==> src/verilog/sbpr_pkg.sv <==
package sbpr_pkg;
  // Base register addresses
  localparam logic [3:0] ADDR_NODE_ID = 4'h0;
  localparam logic [3:0] ADDR_RESET_GAP = 4'h1;
  localparam logic [3:0] ADDR_EXT_PORTS = 4'h2;
  localparam logic [3:0] ADDR_SPEED_DELAY = 4'h3;
  localparam logic [3:0] ADDR_LINK_POWER = 4'h4;
  localparam logic [3:0] ADDR_INT_FEATURE = 4'h5;
  localparam logic [3:0] ADDR_LEGACY_BRIDGE = 4'h6;
  localparam logic [3:0] ADDR_PAGE_PORT = 4'h7;
  // Field positions (bit 0 of the table is the msb, bit 7)
  localparam int ROOT_HOLDOFF_BIT = 7;
  localparam int LONG_RESET_BIT = 6;
  localparam int PAGE_LSB = 5;
  localparam int ROOT_BIT = 1;
  localparam int POWER_BIT = 0;
  // Reset and constant values
  localparam logic [5:0] GAP_RESET = 6'h3f;
  localparam logic [2:0] EXTENDED_VALUE = 3'h7;
  localparam logic [3:0] PORT_COUNT = 4'h3;
  localparam logic [2:0] LEGACY_SPEED = 3'h7;
  localparam logic [3:0] REPEATER_DELAY = 4'h2;
  localparam logic [2:0] PAGE_RESET = 3'h0;
  localparam logic [3:0] PORT_SEL_RESET = 4'h0;
  // Long bus reset length
  localparam int LONG_RESET_US = 166;
  localparam int CLOCK_MHZ = 125;
  localparam int LONG_RESET_CYCLES = LONG_RESET_US * CLOCK_MHZ;
endpackage

==> src/verilog/sbpr_regs.sv <==
`timescale 1ns/10ps
// Contract
// - Sixteen registers, upper eight paged
// - Page select in base register 7
// - Base registers ignore page selection
// - Reserved registers and fields read zero
// - Pages two to six all reserved
// - Read-only node address, status on completion
// - Root flag cleared on reset, set if root
// - Cable power flag mirrors sense input
// - Root holdoff survives bus reset
// - Long reset request starts 166 us reset
// - Running packet finishes before reset
// - Request cleared by any reset
// - Gap count from write or packet
// - Gap 3Fh after two idle resets
// - Extended indicator reads 111b
// - Port count reads three
// - Legacy speed reads 111b
// - Repeater delay reads 02h
module sbpr_regs #(
  parameter int LONG_RESET_CYCLES = sbpr_pkg::LONG_RESET_CYCLES
) (
  input wire logic clock_in,
  input wire logic rst_n_in,
  input wire logic wr_en_in,
  input wire logic rd_en_in,
  input wire logic [3:0] addr_in,
  input wire logic [7:0] wr_data_in,
  input wire logic [7:0] page_data_in,
  input wire logic cable_power_in,
  input wire logic bus_reset_in,
  input wire logic self_id_done_in,
  input wire logic [5:0] self_id_addr_in,
  input wire logic became_root_in,
  input wire logic config_gap_valid_in,
  input wire logic [5:0] config_gap_in,
  input wire logic config_holdoff_valid_in,
  input wire logic config_holdoff_in,
  input wire logic link_busy_in,
  output logic [7:0] rd_data_out,
  output logic rd_valid_out,
  output logic status_push_out,
  output logic [7:0] status_data_out,
  output logic long_reset_active_out,
  output logic root_holdoff_out,
  output logic [5:0] gap_count_out,
  output logic [2:0] page_select_out,
  output logic [3:0] port_select_out
);

  typedef enum logic [2:0] {
    SBPR_IDLE = 3'b001,
    SBPR_WAIT = 3'b010,
    SBPR_RESET = 3'b100
  } sbpr_state_t;

  sbpr_state_t state;
  logic [5:0] node_bus_address;
  logic root;
  logic [2:0] pwr_sync;
  logic cable_power_flag;
  logic long_bus_reset_request;
  logic gap_touched;
  logic [31:0] reset_count;
  logic [7:0] next_read;
  logic wr_gap;
  logic wr_page;
  logic set_long_req;
  logic [7:0] image_node;
  logic [7:0] image_gap;
  logic [7:0] image_ports;
  logic [7:0] image_delay;
  logic [7:0] image_page;
  logic page_reserved;

  // Write strobes for the two writable base registers
  assign wr_gap = wr_en_in && (addr_in == sbpr_pkg::ADDR_RESET_GAP);
  assign wr_page = wr_en_in && (addr_in == sbpr_pkg::ADDR_PAGE_PORT);
  assign set_long_req = wr_gap && wr_data_in[sbpr_pkg::LONG_RESET_BIT];

  // Register images, built once so the read mux stays flat
  assign image_node = {node_bus_address, root, cable_power_flag};
  assign image_gap = {root_holdoff_out, long_bus_reset_request, gap_count_out};
  assign image_ports = {sbpr_pkg::EXTENDED_VALUE, 1'b0, sbpr_pkg::PORT_COUNT};
  assign image_delay = {sbpr_pkg::LEGACY_SPEED, 1'b0, sbpr_pkg::REPEATER_DELAY};
  assign image_page = {page_select_out, 1'b0, port_select_out};
  assign page_reserved = (page_select_out >= 3'h2) && (page_select_out <= 3'h6);

  // Node address latched at self-id end
  // address capture
  always_ff @(posedge clock_in) begin
    if (!rst_n_in) begin
      node_bus_address <= 6'h00;
    end else if (self_id_done_in) begin
      node_bus_address <= self_id_addr_in;
    end
  end

  // Unsolicited register 0 transfer to the link
  // status push
  always_ff @(posedge clock_in) begin
    if (!rst_n_in) begin
      status_push_out <= 1'b0;
      status_data_out <= 8'h00;
    end else begin
      status_push_out <= self_id_done_in;
      if (self_id_done_in) begin
        // Root and power as they stand now; later changes show on read
        status_data_out <= {self_id_addr_in, root, cable_power_flag};
      end
    end
  end

  always_ff @(posedge clock_in) begin
    if (!rst_n_in) begin
      root <= 1'b0;
    end else if (bus_reset_in) begin
      root <= 1'b0;
    end else if (became_root_in) begin
      root <= 1'b1;
    end
  end

  // Pin crosses three stages; change taken once last two agree
  // cable power mirror
  always_ff @(posedge clock_in) begin
    if (!rst_n_in) begin
      pwr_sync <= 3'b000;
      cable_power_flag <= 1'b0;
    end else begin
      pwr_sync <= {pwr_sync[1:0], cable_power_in};
      if (pwr_sync[1] == pwr_sync[2]) begin
        cable_power_flag <= pwr_sync[2];
      end
    end
  end

  always_ff @(posedge clock_in) begin
    if (!rst_n_in) begin
      root_holdoff_out <= 1'b0;
    end else if (config_holdoff_valid_in) begin
      root_holdoff_out <= config_holdoff_in;
    end else if (wr_gap) begin
      root_holdoff_out <= wr_data_in[sbpr_pkg::ROOT_HOLDOFF_BIT];
    end
  end

  // Gap count; a packet beats a same-cycle register write
  // write or packet update
  always_ff @(posedge clock_in) begin
    if (!rst_n_in) begin
      gap_count_out <= sbpr_pkg::GAP_RESET;
    end else if (config_gap_valid_in) begin
      gap_count_out <= config_gap_in;
    end else if (wr_gap) begin
      gap_count_out <= wr_data_in[5:0];
    end else if (bus_reset_in && !gap_touched) begin
      gap_count_out <= sbpr_pkg::GAP_RESET;
    end
  end

  // Update tracker; an update meeting a reset counts for it
  // updates between resets
  always_ff @(posedge clock_in) begin
    if (!rst_n_in) begin
      gap_touched <= 1'b0;
    end else if (config_gap_valid_in || wr_gap) begin
      gap_touched <= 1'b1;
    end else if (bus_reset_in) begin
      gap_touched <= 1'b0;
    end
  end

  // Request bit; a new write beats a same-cycle bus reset clear
  // cleared on resets
  always_ff @(posedge clock_in) begin
    if (!rst_n_in) begin
      long_bus_reset_request <= 1'b0;
    end else if (set_long_req) begin
      long_bus_reset_request <= 1'b1;
    end else if (bus_reset_in || state == SBPR_RESET) begin
      long_bus_reset_request <= 1'b0;
    end
  end

  // Long reset sequencer; waits for the link to go quiet first
  always_ff @(posedge clock_in) begin
    if (!rst_n_in) begin
      state <= SBPR_IDLE;
      long_reset_active_out <= 1'b0;
    end else begin
      case (state)
        SBPR_IDLE: begin
          if (long_bus_reset_request) begin
            state <= SBPR_WAIT;
          end
        end
        SBPR_WAIT: begin
          if (!link_busy_in) begin
            state <= SBPR_RESET;
            long_reset_active_out <= 1'b1;
          end
        end
        SBPR_RESET: begin
          if (reset_count == 32'h0000_0000) begin
            state <= SBPR_IDLE;
            long_reset_active_out <= 1'b0;
          end
        end
        default: begin
          state <= SBPR_IDLE;
          long_reset_active_out <= 1'b0;
        end
      endcase
    end
  end

  // Length counter, loaded as the reset starts and run down inside it
  // reset length
  always_ff @(posedge clock_in) begin
    if (!rst_n_in) begin
      reset_count <= 32'h0000_0000;
    end else if (state == SBPR_WAIT && !link_busy_in) begin
      reset_count <= 32'(LONG_RESET_CYCLES - 1);
    end else if (state == SBPR_RESET && reset_count != 32'h0000_0000) begin
      reset_count <= reset_count - 32'h0000_0001;
    end
  end

  always_ff @(posedge clock_in) begin
    if (!rst_n_in) begin
      page_select_out <= sbpr_pkg::PAGE_RESET;
    end else if (wr_page) begin
      page_select_out <= wr_data_in[sbpr_pkg::PAGE_LSB +: 3];
    end
  end

  // Port selector; only steers paged content outside this block
  always_ff @(posedge clock_in) begin
    if (!rst_n_in) begin
      port_select_out <= sbpr_pkg::PORT_SEL_RESET;
    end else if (wr_page) begin
      port_select_out <= wr_data_in[3:0];
    end
  end

  // Read mux; registers 4h-6h belong elsewhere and read zero here
  // sixteen-entry decode
  always_comb begin
    next_read = 8'h00;
    if (addr_in == sbpr_pkg::ADDR_NODE_ID) begin
      next_read = image_node;
    end else if (addr_in == sbpr_pkg::ADDR_RESET_GAP) begin
      next_read = image_gap;
    end else if (addr_in == sbpr_pkg::ADDR_EXT_PORTS) begin
      next_read = image_ports;
    end else if (addr_in == sbpr_pkg::ADDR_SPEED_DELAY) begin
      next_read = image_delay;
    end else if (addr_in == sbpr_pkg::ADDR_PAGE_PORT) begin
      next_read = image_page;
    end else if (addr_in[3]) begin
      if (!page_reserved) begin
        next_read = page_data_in;
      end
    end
  end

  // Read valid pulse, one cycle after strobe
  always_ff @(posedge clock_in) begin
    if (!rst_n_in) begin
      rd_valid_out <= 1'b0;
    end else begin
      rd_valid_out <= rd_en_in;
    end
  end

  // Read data, zero between reads so no stale value shows
  // read-only fields never stored
  always_ff @(posedge clock_in) begin
    if (!rst_n_in) begin
      rd_data_out <= 8'h00;
    end else begin
      rd_data_out <= rd_en_in ? next_read : 8'h00;
    end
  end

endmodule

==> config.mk <==
export PLATFORM = sky130hd
export DESIGN_NAME = sbpr_regs
export DESIGN_NICKNAME = d
export VERILOG_FILES = /design/src/verilog/sbpr_pkg.sv /design/src/verilog/sbpr_regs.sv
export SDC_FILE = /design/constraint.sdc
export NUM_CORES = 1
export LEC_CHECK = 0
export BUFFER_PORTS_ARGS = -buffer_cell sky130_fd_sc_hd__buf_2
export CAP_MARGIN = 25
export CORE_MARGIN = 3
export CORE_UTILIZATION = 45
export DETAILED_ROUTE_END_ITERATION = 10
export PLACE_DENSITY = 0.71
export SETUP_SLACK_MARGIN = 0.1
export SLEW_MARGIN = 0
export SYNTH_ARGS = -nofsm -noshare
export SYNTH_HDL_FRONTEND = slang
export SYNTH_SLANG_ARGS = --single-unit
export TNS_END_PERCENT = 20
==> constraint.sdc <==
create_clock -name clock_in -period 2.27 [get_ports clock_in]
set_input_delay 0.3405 -clock clock_in [delete_from_list [all_inputs] [get_ports clock_in]]
set_output_delay 0.3405 -clock clock_in [all_outputs]
set_load 0.02 [all_outputs]
==> summary.txt, run 1 <==
Synth
  • Sequential-to-total area share from yosys stat: 42.7%
  • Fraction of synthesized cell area taken by the top area cell type: 42.7%
  • Number of register bits inferred by synthesis: 75
  • Count leader, synth: sky130_fd_sc_hd__dfxtp_1
  • Number of distinct library cell variants in the gate-level netlist after synthesis: 63
  • Main area contributors after synthesis: sky130_fd_sc_hd__dfxtp_1 43%, sky130_fd_sc_hd__a21oi_1 4.7%, sky130_fd_sc_hd__nand2_1 4.5%, sky130_fd_sc_hd__nor2_1 3.4%, sky130_fd_sc_hd__mux2i_1 2.8%
  • Post-synthesis async set-or-reset flop share: 0%
  • Post-synth EDFFs: 0
  • Cell taking the most area after synthesis: sky130_fd_sc_hd__dfxtp_1
  • Instance count of the mapped netlist: roughly 410
  • Most used DFF post-synth: sky130_fd_sc_hd__dfxtp_1
  • Commonest cells in the synthesized netlist: 75 x sky130_fd_sc_hd__dfxtp_1, 42 x sky130_fd_sc_hd__nand2_1, 33 x sky130_fd_sc_hd__a21oi_1
  • Post-synth net total: 454
  • Mean area per synthesized cell: 8.60 µm²
  • Area of the mapped netlist: 3520 µm²
  • Count of yosys warnings during synthesis: 0

Power and ir drop
  • Clock power frac: between 40% and 50%
  • Internal cell power: 0.00204 W
  • Logic pwr share: under 10%
  • Highest ir drop seen on vdd: 0.394 mV
  • Total leakage power: 1.89 nW
  • Power density normalized to cell area: 601 nW/µm²
  • Switching share of total power: 23.8%
  • Post-layout power: 0.00268 W
  • Sequential Power Share: 50.8%
  • Switching power: 0.000638 W

Timing
  • Final critical-path share of the clock period: 97.7%
  • Clock Skews: between 6 and 7 ps
  • Slew margin rel.: 66.0%
  • Total of endpoints with negative setup slack in the final report: 0
  • Hold slack final: 198 ps
  • Minimum period implied by the final worst setup slack: 2220 ps
  • Hold Violations, Final: 0
  • Transition time at the pin with the least slew margin: 510 ps
  • Achievable Freq: 0.451 GHz
  • Total negative setup slack: 0 ps
  • Setup repair after global routing missed its margin: true
  • Number of pins exceeding their max-slew limit in the final report: 0

Floorplan
  • Site row count: 31
  • Effective utilization at floorplan: 47.5%
  • Horizontal die dimension: 94.4 µm
  • Height of the die: 94.4 µm
  • Area of the die: 8910 µm²
  • Total I/O pin count: 77
  • CORE AREA: 7410 µm²

Route
  • Post-DR wirelength/cell: between 15 and 20 µm
  • DR DRC count: 0
  • Final routed wirelength across all metal layers: 9.53 mm
  • Detailed router's first-iteration violation count: 211
  • Detailed-routing iteration count for the pre-antenna-repair pass: 5
  • Number of vias per cell: ~5.7
  • Via count of the routed design: 3513
  • Antenna viol nets, final: 0

Worst setup path
  • Data required, critical path: 2560 ps
  • Crit Path Category: reg2reg
  • Master of the slowest instance on the critical path: sky130_fd_sc_hd__or4_4
  • Sum of buffers and inverters on the critical path: 0
  • Cell family with the largest share of critical-path delay: simple AND/OR/NAND/NOR gates
  • CP endpoint kind: flop
  • Cells along the critical path: or4_4, or2_4, or4_4, or4_1, o21ai_1
  • Largest incremental delay on the critical path: 580 ps
  • Startpoint kind of the worst setup timing path: flop
  • Arr. time, crit path: 2500 ps
  • Worst-path fanout max: 4
  • CP most frequent cell: sky130_fd_sc_hd__or4_4

Clock tree
  • Count of clock tree sinks: 75
  • CTS Hold Buffers Added: 0
  • Insertion delay to the later sink of the worst-skew pair: between 300 and 400 ps
  • Maximum number of buffers from clock root to sink: 2
  • Clock tree from TritonCTS: done
  • Register clock-pin slew on the reported worst setup and hold paths: 70 ps
  • Max H-tree Level: 3
  • Clock buffer count from CTS: 9
  • Cell at the root of the clock tree: sky130_fd_sc_hd__clkbuf_8

Global routing
  • Number of antenna violations at the first check in global routing: 0
  • Global-route wire length before repair: 14.9 mm
  • Total global routing overflow: 0
  • Via count of the first global-routing pass: 3194
  • Maximum number of pins on one net before global-route repair: 30
  • All-Layer GR Usage: 21.0%

Final layout
  • Final antenna diode count: 0
  • Filler cell count: 666
  • Share of final-layout standard cells stronger than drive strength 1: 29.2%
  • Final cell count without fillers: around 610
  • Number of nets in the final layout: about 560
  • Area added between synthesis and finish: 26.9%

Place
  • HPWL Detailed: 6.96 mm
  • Placed Instances: just under 600
  • Number of buffers added on ports: between 70 and 80
  • RD Place Congestion: between 0.9 and 1

Min path
  • Worst min-delay path class: in2reg

Flow run
  • Reported max-cap violation count: 0

Run status
  • Status: complete, no violations
## power groups by stage
| stage | logic [W] | clock network (W) | registers [W] |
|---|---|---|---|
| 6_report | 0.000222 | 0.00110 | 0.00136 |
| 5_1_grt | 0.000240 | 0.00117 | 0.00137 |
| 3_5_place_dp | 0.000220 | 0 | 0.00139 |
| 4_1_cts | 0.000221 | 0.00112 | 0.00136 |
| 2_1_floorplan | 0.0000911 | 0 | 0.00142 |
| 3_3_place_gp | 0.000216 | 0 | 0.00139 |
## cells by family after synthesis
logic type               count (synthesis)  synth area share (%)
AND/OR/NAND/NOR                        184                  29.1
adder cells (fa/ha/maj)                  1                 0.356
flip-flops                              75                  42.7
AO/OA/AOI/OAI                          108                  21.1
multiplexers                            10                  2.85
buffers and inverters                   30                  3.63
XOR/XNOR                                 1                 0.249
## routing by layer
layer / vias to the layer above / track usage (%) / share of wire (%)
met2: 93 / 34.9 / 49
li1: 1735 / - / -
met5: - / 0 / 0
met4: 0 / 6.02 / 1.1
met3: 12 / 5.10 / 5.9
met1: 1673 / 27.0 / 44
## final cells by class
| type | instances | area (µm²) | share of cell area (%) |
|---|---|---|---|
| multi-input cells | 304 | 1930 | 43.4 |
| inverters | 9 | 33.8 | 0.757 |
| repair buffers | 111 | 659 | 14.8 |
| clock inverters | 5 | 78.8 | 1.77 |
| flip-flops and latches | 75 | 1500 | 33.7 |
| clock buffers | 10 | 128 | 2.86 |
| well taps | 99 | 124 | 2.78 |
## metrics by stage
step	utilization [%]	setup WS [ps]	cell area, µm²
global placement	56.1	66.2	4160
finish	60.2	52.8	4460
global route	60.2	6.38	4460
detailed placement	56.1	29.8	4160
floorplan	-	120	3520
CTS	59.1	69.1	4380
## flip-flops by register name, indices dropped and copies added (netlist names)
| signal | cells |
|---|---|
| cable_power_flag | 1 |
| reset_count | 32 |
| gap_touched | 1 |
| rd_data_out | 8 |
| page_select_out | 3 |
| state | 3 |
| root | 1 |
| long_reset_active_out | 1 |
| pwr_sync | 3 |
| root_holdoff_out | 1 |
| port_select_out | 4 |
| long_bus_reset_request | 1 |
| node_bus_address | 6 |
| rd_valid_out | 1 |
| status_push_out | 1 |
| status_data_out | 2 |
| gap_count_out | 6 |
## placed cells by master, fill, tap and decap left out, types with 5 or more instances in the layout
| cell | Yosys | layout |
|---|---|---|
| sky130_fd_sc_hd__and2_1 | 7 | 7 |
| sky130_fd_sc_hd__buf_2 | 2 | 76 |
| sky130_fd_sc_hd__o311ai_0 | 6 | 6 |
| sky130_fd_sc_hd__nor2b_1 | 8 | 8 |
| sky130_fd_sc_hd__dfxtp_1 | 75 | 73 |
| sky130_fd_sc_hd__a21oi_1 | 33 | 32 |
| sky130_fd_sc_hd__nand4_1 | 5 | 5 |
| sky130_fd_sc_hd__a21boi_0 | 5 | 5 |
| sky130_fd_sc_hd__buf_4 | 1 | 33 |
| sky130_fd_sc_hd__nor4_1 | 7 | 7 |
| sky130_fd_sc_hd__nand3_1 | 10 | 10 |
| sky130_fd_sc_hd__inv_1 | 8 | 8 |
| sky130_fd_sc_hd__or3_1 | 13 | 13 |
| sky130_fd_sc_hd__o21ai_0 | 17 | 16 |
| sky130_fd_sc_hd__or4_1 | 11 | 9 |
| sky130_fd_sc_hd__o31ai_1 | 7 | 7 |
| sky130_fd_sc_hd__nor3_1 | 15 | 15 |
| sky130_fd_sc_hd__nand2b_1 | 5 | 5 |
| sky130_fd_sc_hd__nand2_1 | 42 | 42 |
| sky130_fd_sc_hd__nor2_1 | 32 | 32 |
| sky130_fd_sc_hd__mux2i_1 | 10 | 10 |
| sky130_fd_sc_hd__clkbuf_8 | 0 | 9 |
## timing repair
action	CTS	global route
gates resized for setup	3	11
buffers inserted	0	6
endpoints found under the setup margin	12	32
pin swaps	0	5
## path summary, 6_finish.rpt
kind,startpoint,endpoint,slack (ps),cells after the start
worst max-delay path,reset_count[4],reset_count[10],50,5
worst min-delay path,cable_power_in,pwr_sync[0],200,2
worst max register to register,reset_count[4],reset_count[10],50,5
worst min register to register,pwr_sync[0],pwr_sync[1],460,1
(Power assumes the default switching activity.)
==> inputs of run 2 (changes only) <==
--- a/config.mk
+++ b/config.mk
@@ -5,7 +5,7 @@
 export SDC_FILE = /design/constraint.sdc
 export NUM_CORES = 1
 export LEC_CHECK = 0
-export BUFFER_PORTS_ARGS = -buffer_cell sky130_fd_sc_hd__buf_2
+export BUFFER_PORTS_ARGS = -buffer_cell sky130_fd_sc_hd__clkbuf_2
 export CAP_MARGIN = 25
 export CORE_MARGIN = 3
 export CORE_UTILIZATION = 45
==> run 2 against run 1 <==
Effect of this change:
- sequential cell count unchanged
- largest cell class unchanged
- routed wire length decreased by 2.1%
- non-clock buffer count decreased by 8
- power decreased by 5.3%
==> summary.txt, run 2 (synthesized netlist as in run 1, its figures left out) <==
Run status
  • Status: complete, no violations

Clock tree
  • Clock tree from TritonCTS: done
  • Insertion delay to the later sink of the worst-skew pair: 350 ps (about the same)
  • Cell at the root of the clock tree: sky130_fd_sc_hd__clkbuf_8
  • Count of clock tree sinks: 75 (unchanged)
  • Maximum number of buffers from clock root to sink: 2 (unchanged)
  • Max H-tree Level: 3 (unchanged)
  • Post-CTS repair timing setup buffer count: 0 (unchanged)
  • Register clock-pin slew on the reported worst setup and hold paths: 90 ps (+20 ps)
  • Clock buffer count from CTS: 9 (unchanged)

Timing
  • Setup repair after global routing missed its margin: true
  • Minimum period implied by the final worst setup slack: 2180 ps (-32.3 ps)
  • Hold Violations, Final: 0 (unchanged)
  • Final critical-path share of the clock period: 96.3% (-1.4 points)
  • Number of pins exceeding their max-slew limit in the final report: 0 (unchanged)
  • Achievable Freq: 0.458 GHz (+1.5%)
  • Slew margin rel.: 65.5% (-0.51 points)
  • Transition time at the pin with the least slew margin: 518 ps (+7.72 ps)
  • Total of endpoints with negative setup slack in the final report: 0 (unchanged)
  • Hold slack final: 200 ps (+2.65 ps)
  • Clock Skews: 12.9 ps (+5.97 ps)

Floorplan
  • Horizontal die dimension: 94.4 µm (unchanged)
  • CORE AREA: 7410 µm² (unchanged)
  • Area of the die: 8910 µm² (unchanged)
  • Total I/O pin count: 77 (unchanged)
  • Site row count: 31 (unchanged)
  • Effective utilization at floorplan: 47.5% (unchanged)
  • Height of the die: 94.4 µm (unchanged)

Final layout
  • Number of nets in the final layout: 547 (-1.4%)
  • Largest registers in the final layout: reset_count: 32 flops, rd_data_out: 8 flops
  • Share of final-layout standard cells stronger than drive strength 1: 27.8% (-1.4 points)
  • Area added between synthesis and finish: 23.7%
  • Highest-count cells in the layout ignoring fill and taps: 76 x sky130_fd_sc_hd__clkbuf_2, 75 x sky130_fd_sc_hd__dfxtp_1, 42 x sky130_fd_sc_hd__nand2_1, 33 x sky130_fd_sc_hd__a21oi_1, 32 x sky130_fd_sc_hd__nor2_1
  • Max reg flops: 32 (unchanged)
  • Most flops, register: reset_count
  • Final cell count without fillers: 606 (-1.1%)
  • Most common cell after layout, fill and taps aside: sky130_fd_sc_hd__clkbuf_2
  • Final antenna diode count: 0 (unchanged)
  • Final Instance Area: 4350 µm² (-2.5%)

Flow run
  • Reported max-cap violation count: 0 (unchanged)

Route
  • DR DRC count: 0 (unchanged)
  • Antenna viol nets, final: 0 (unchanged)
  • Number of vias per cell: 5.79 (+1.0%)
  • Post-DR wirelength/cell: 15.4 µm (-0.94%)
  • Via count of the routed design: 3508 (-0.14%)
  • Detailed-routing iteration count for the pre-antenna-repair pass: 6 (+1)
  • Detailed router's first-iteration violation count: 270 (+28%)
  • Final routed wirelength across all metal layers: 9.33 mm (-2.1%)

Global routing
  • Via count of the first global-routing pass: 3130 (-2.0%)
  • Number of antenna violations at the first check in global routing: 0 (unchanged)
  • Global-route wire length before repair: 14.5 mm (-3.1%)
  • Total global routing overflow: 0 (unchanged)
  • Maximum number of pins on one net before global-route repair: 20 (-33%)
  • All-Layer GR Usage: 20.3% (-0.69 points)

Worst setup path
  • Worst-path fanout max: 5 (+1)
  • RR Startpoint: reset_count[4]
  • Arr. time, crit path: 2460 ps (-40 ps)
  • Cell family with the largest share of critical-path delay: simple AND/OR/NAND/NOR gates
  • Cells along the critical path: or4_4, or2_4, or4_4, or4_1, o21ai_0
  • Largest incremental delay on the critical path: 560 ps (-20 ps)
  • CP endpoint kind: flop
  • CP most frequent cell: sky130_fd_sc_hd__or4_4
  • Crit Path Category: reg2reg
  • Startpoint kind of the worst setup timing path: flop
  • Worst reg-to-reg setup slack: 90 ps (+30 ps)
  • Sum of buffers and inverters on the critical path: 0 (unchanged)
  • Master of the slowest instance on the critical path: sky130_fd_sc_hd__or4_4
  • Depth of the worst register-to-register path: 5 (unchanged)
  • Data required, critical path: 2550 ps (about the same)
  • Capture instance of the worst register-to-register path: reset_count[10]

Place
  • Placed Instances: 590 (-0.34%)
  • RD Place Congestion: 0.936 (+3.3%)
  • HPWL Detailed: 6.91 mm (-0.70%)
  • Placed Area: 4130 µm² (-0.66%)
  • Number of buffers added on ports: 76 (unchanged)

Power and ir drop
  • Power density normalized to cell area: 584 nW/µm² (-2.8%)
  • Post-layout power: 0.00254 W (-5.3%)
  • Highest ir drop seen on vdd: 0.329 mV (-16%)
  • Total leakage power: 1.82 nW (-3.4%)

Min path
  • Hold Path Sink: gap_count_out[4]
  • Worst hold path startpoint: config_gap_in[4]
  • Worst min-delay path class: in2reg
  • Hold Path Cell Cnt: 3 (+1)
-- run 2: how the worst max path moves through the flow --
stage / start / endpoint / slack [ps] / depth (start not counted)
2_1_floorplan: reset_count[3] / reset_count[10] / 120 / 5
3_3_place_gp: state[0] / reset_count[5] / 140 / 5
3_5_place_dp: reset_count[26] / reset_count[28] / 80 / 6
4_1_cts: state[0] / reset_count[9] / 80 / 5
5_1_grt: reset_count[0] / reset_count[24] / -20 / 8
6_report: reset_count[4] / reset_count[10] / 90 / 5
-- run 2: final cells by class --
class / instances / area, µm²
multi-input combinational: 304 / 1920
inverter: 9 / 33.8
timing repair buffer: 103 / 583
clock inverter: 7 / 58.8
sequential: 75 / 1500
fill: 669 / 3060
tap: 99 / 124
clock buffer: 9 / 124
-- run 2: timing repair --
item,in CTS,in global routing
setup endpoints to repair,7,17
hold buffers,0,0
gates resized for setup,2,6
gates cloned,0,0
-- run 2: power breakdown --
part	leakage (nW)	total (W)	internal, W	switching, W
clock network	0.0925	0.000961	0.000416	0.000545
logic	1.12	0.000217	0.0000858	0.000131
registers	0.610	0.00136	0.00134	0.0000206
total	1.82	0.00254	0.00185	0.000696
-- run 2: layer usage --
metal	GRT usage, %	wire length [µm]	vias up
li1	-	-	1723
met1	27.3	4220	1643
met2	32.4	4390	126
met3	4.62	621	16
met4	6.26	95	0
met5	0	0	-
-- run 2: metrics by stage --
stage	worst slack (ps)	TNS, ps	util (%)
floorplan	120	0	-
global placement	140	0	55.8
detailed placement	79.9	0	55.8
CTS	80.0	0	58.3
global route	-17.4	-31.0	58.7
finish	85.1	0	58.7
-- run 2: worst min-delay path, cell delays in order --
cell and delay (ps):
sky130_fd_sc_hd__clkbuf_2 80, sky130_fd_sc_hd__nand2_1 40, sky130_fd_sc_hd__o311ai_0 70
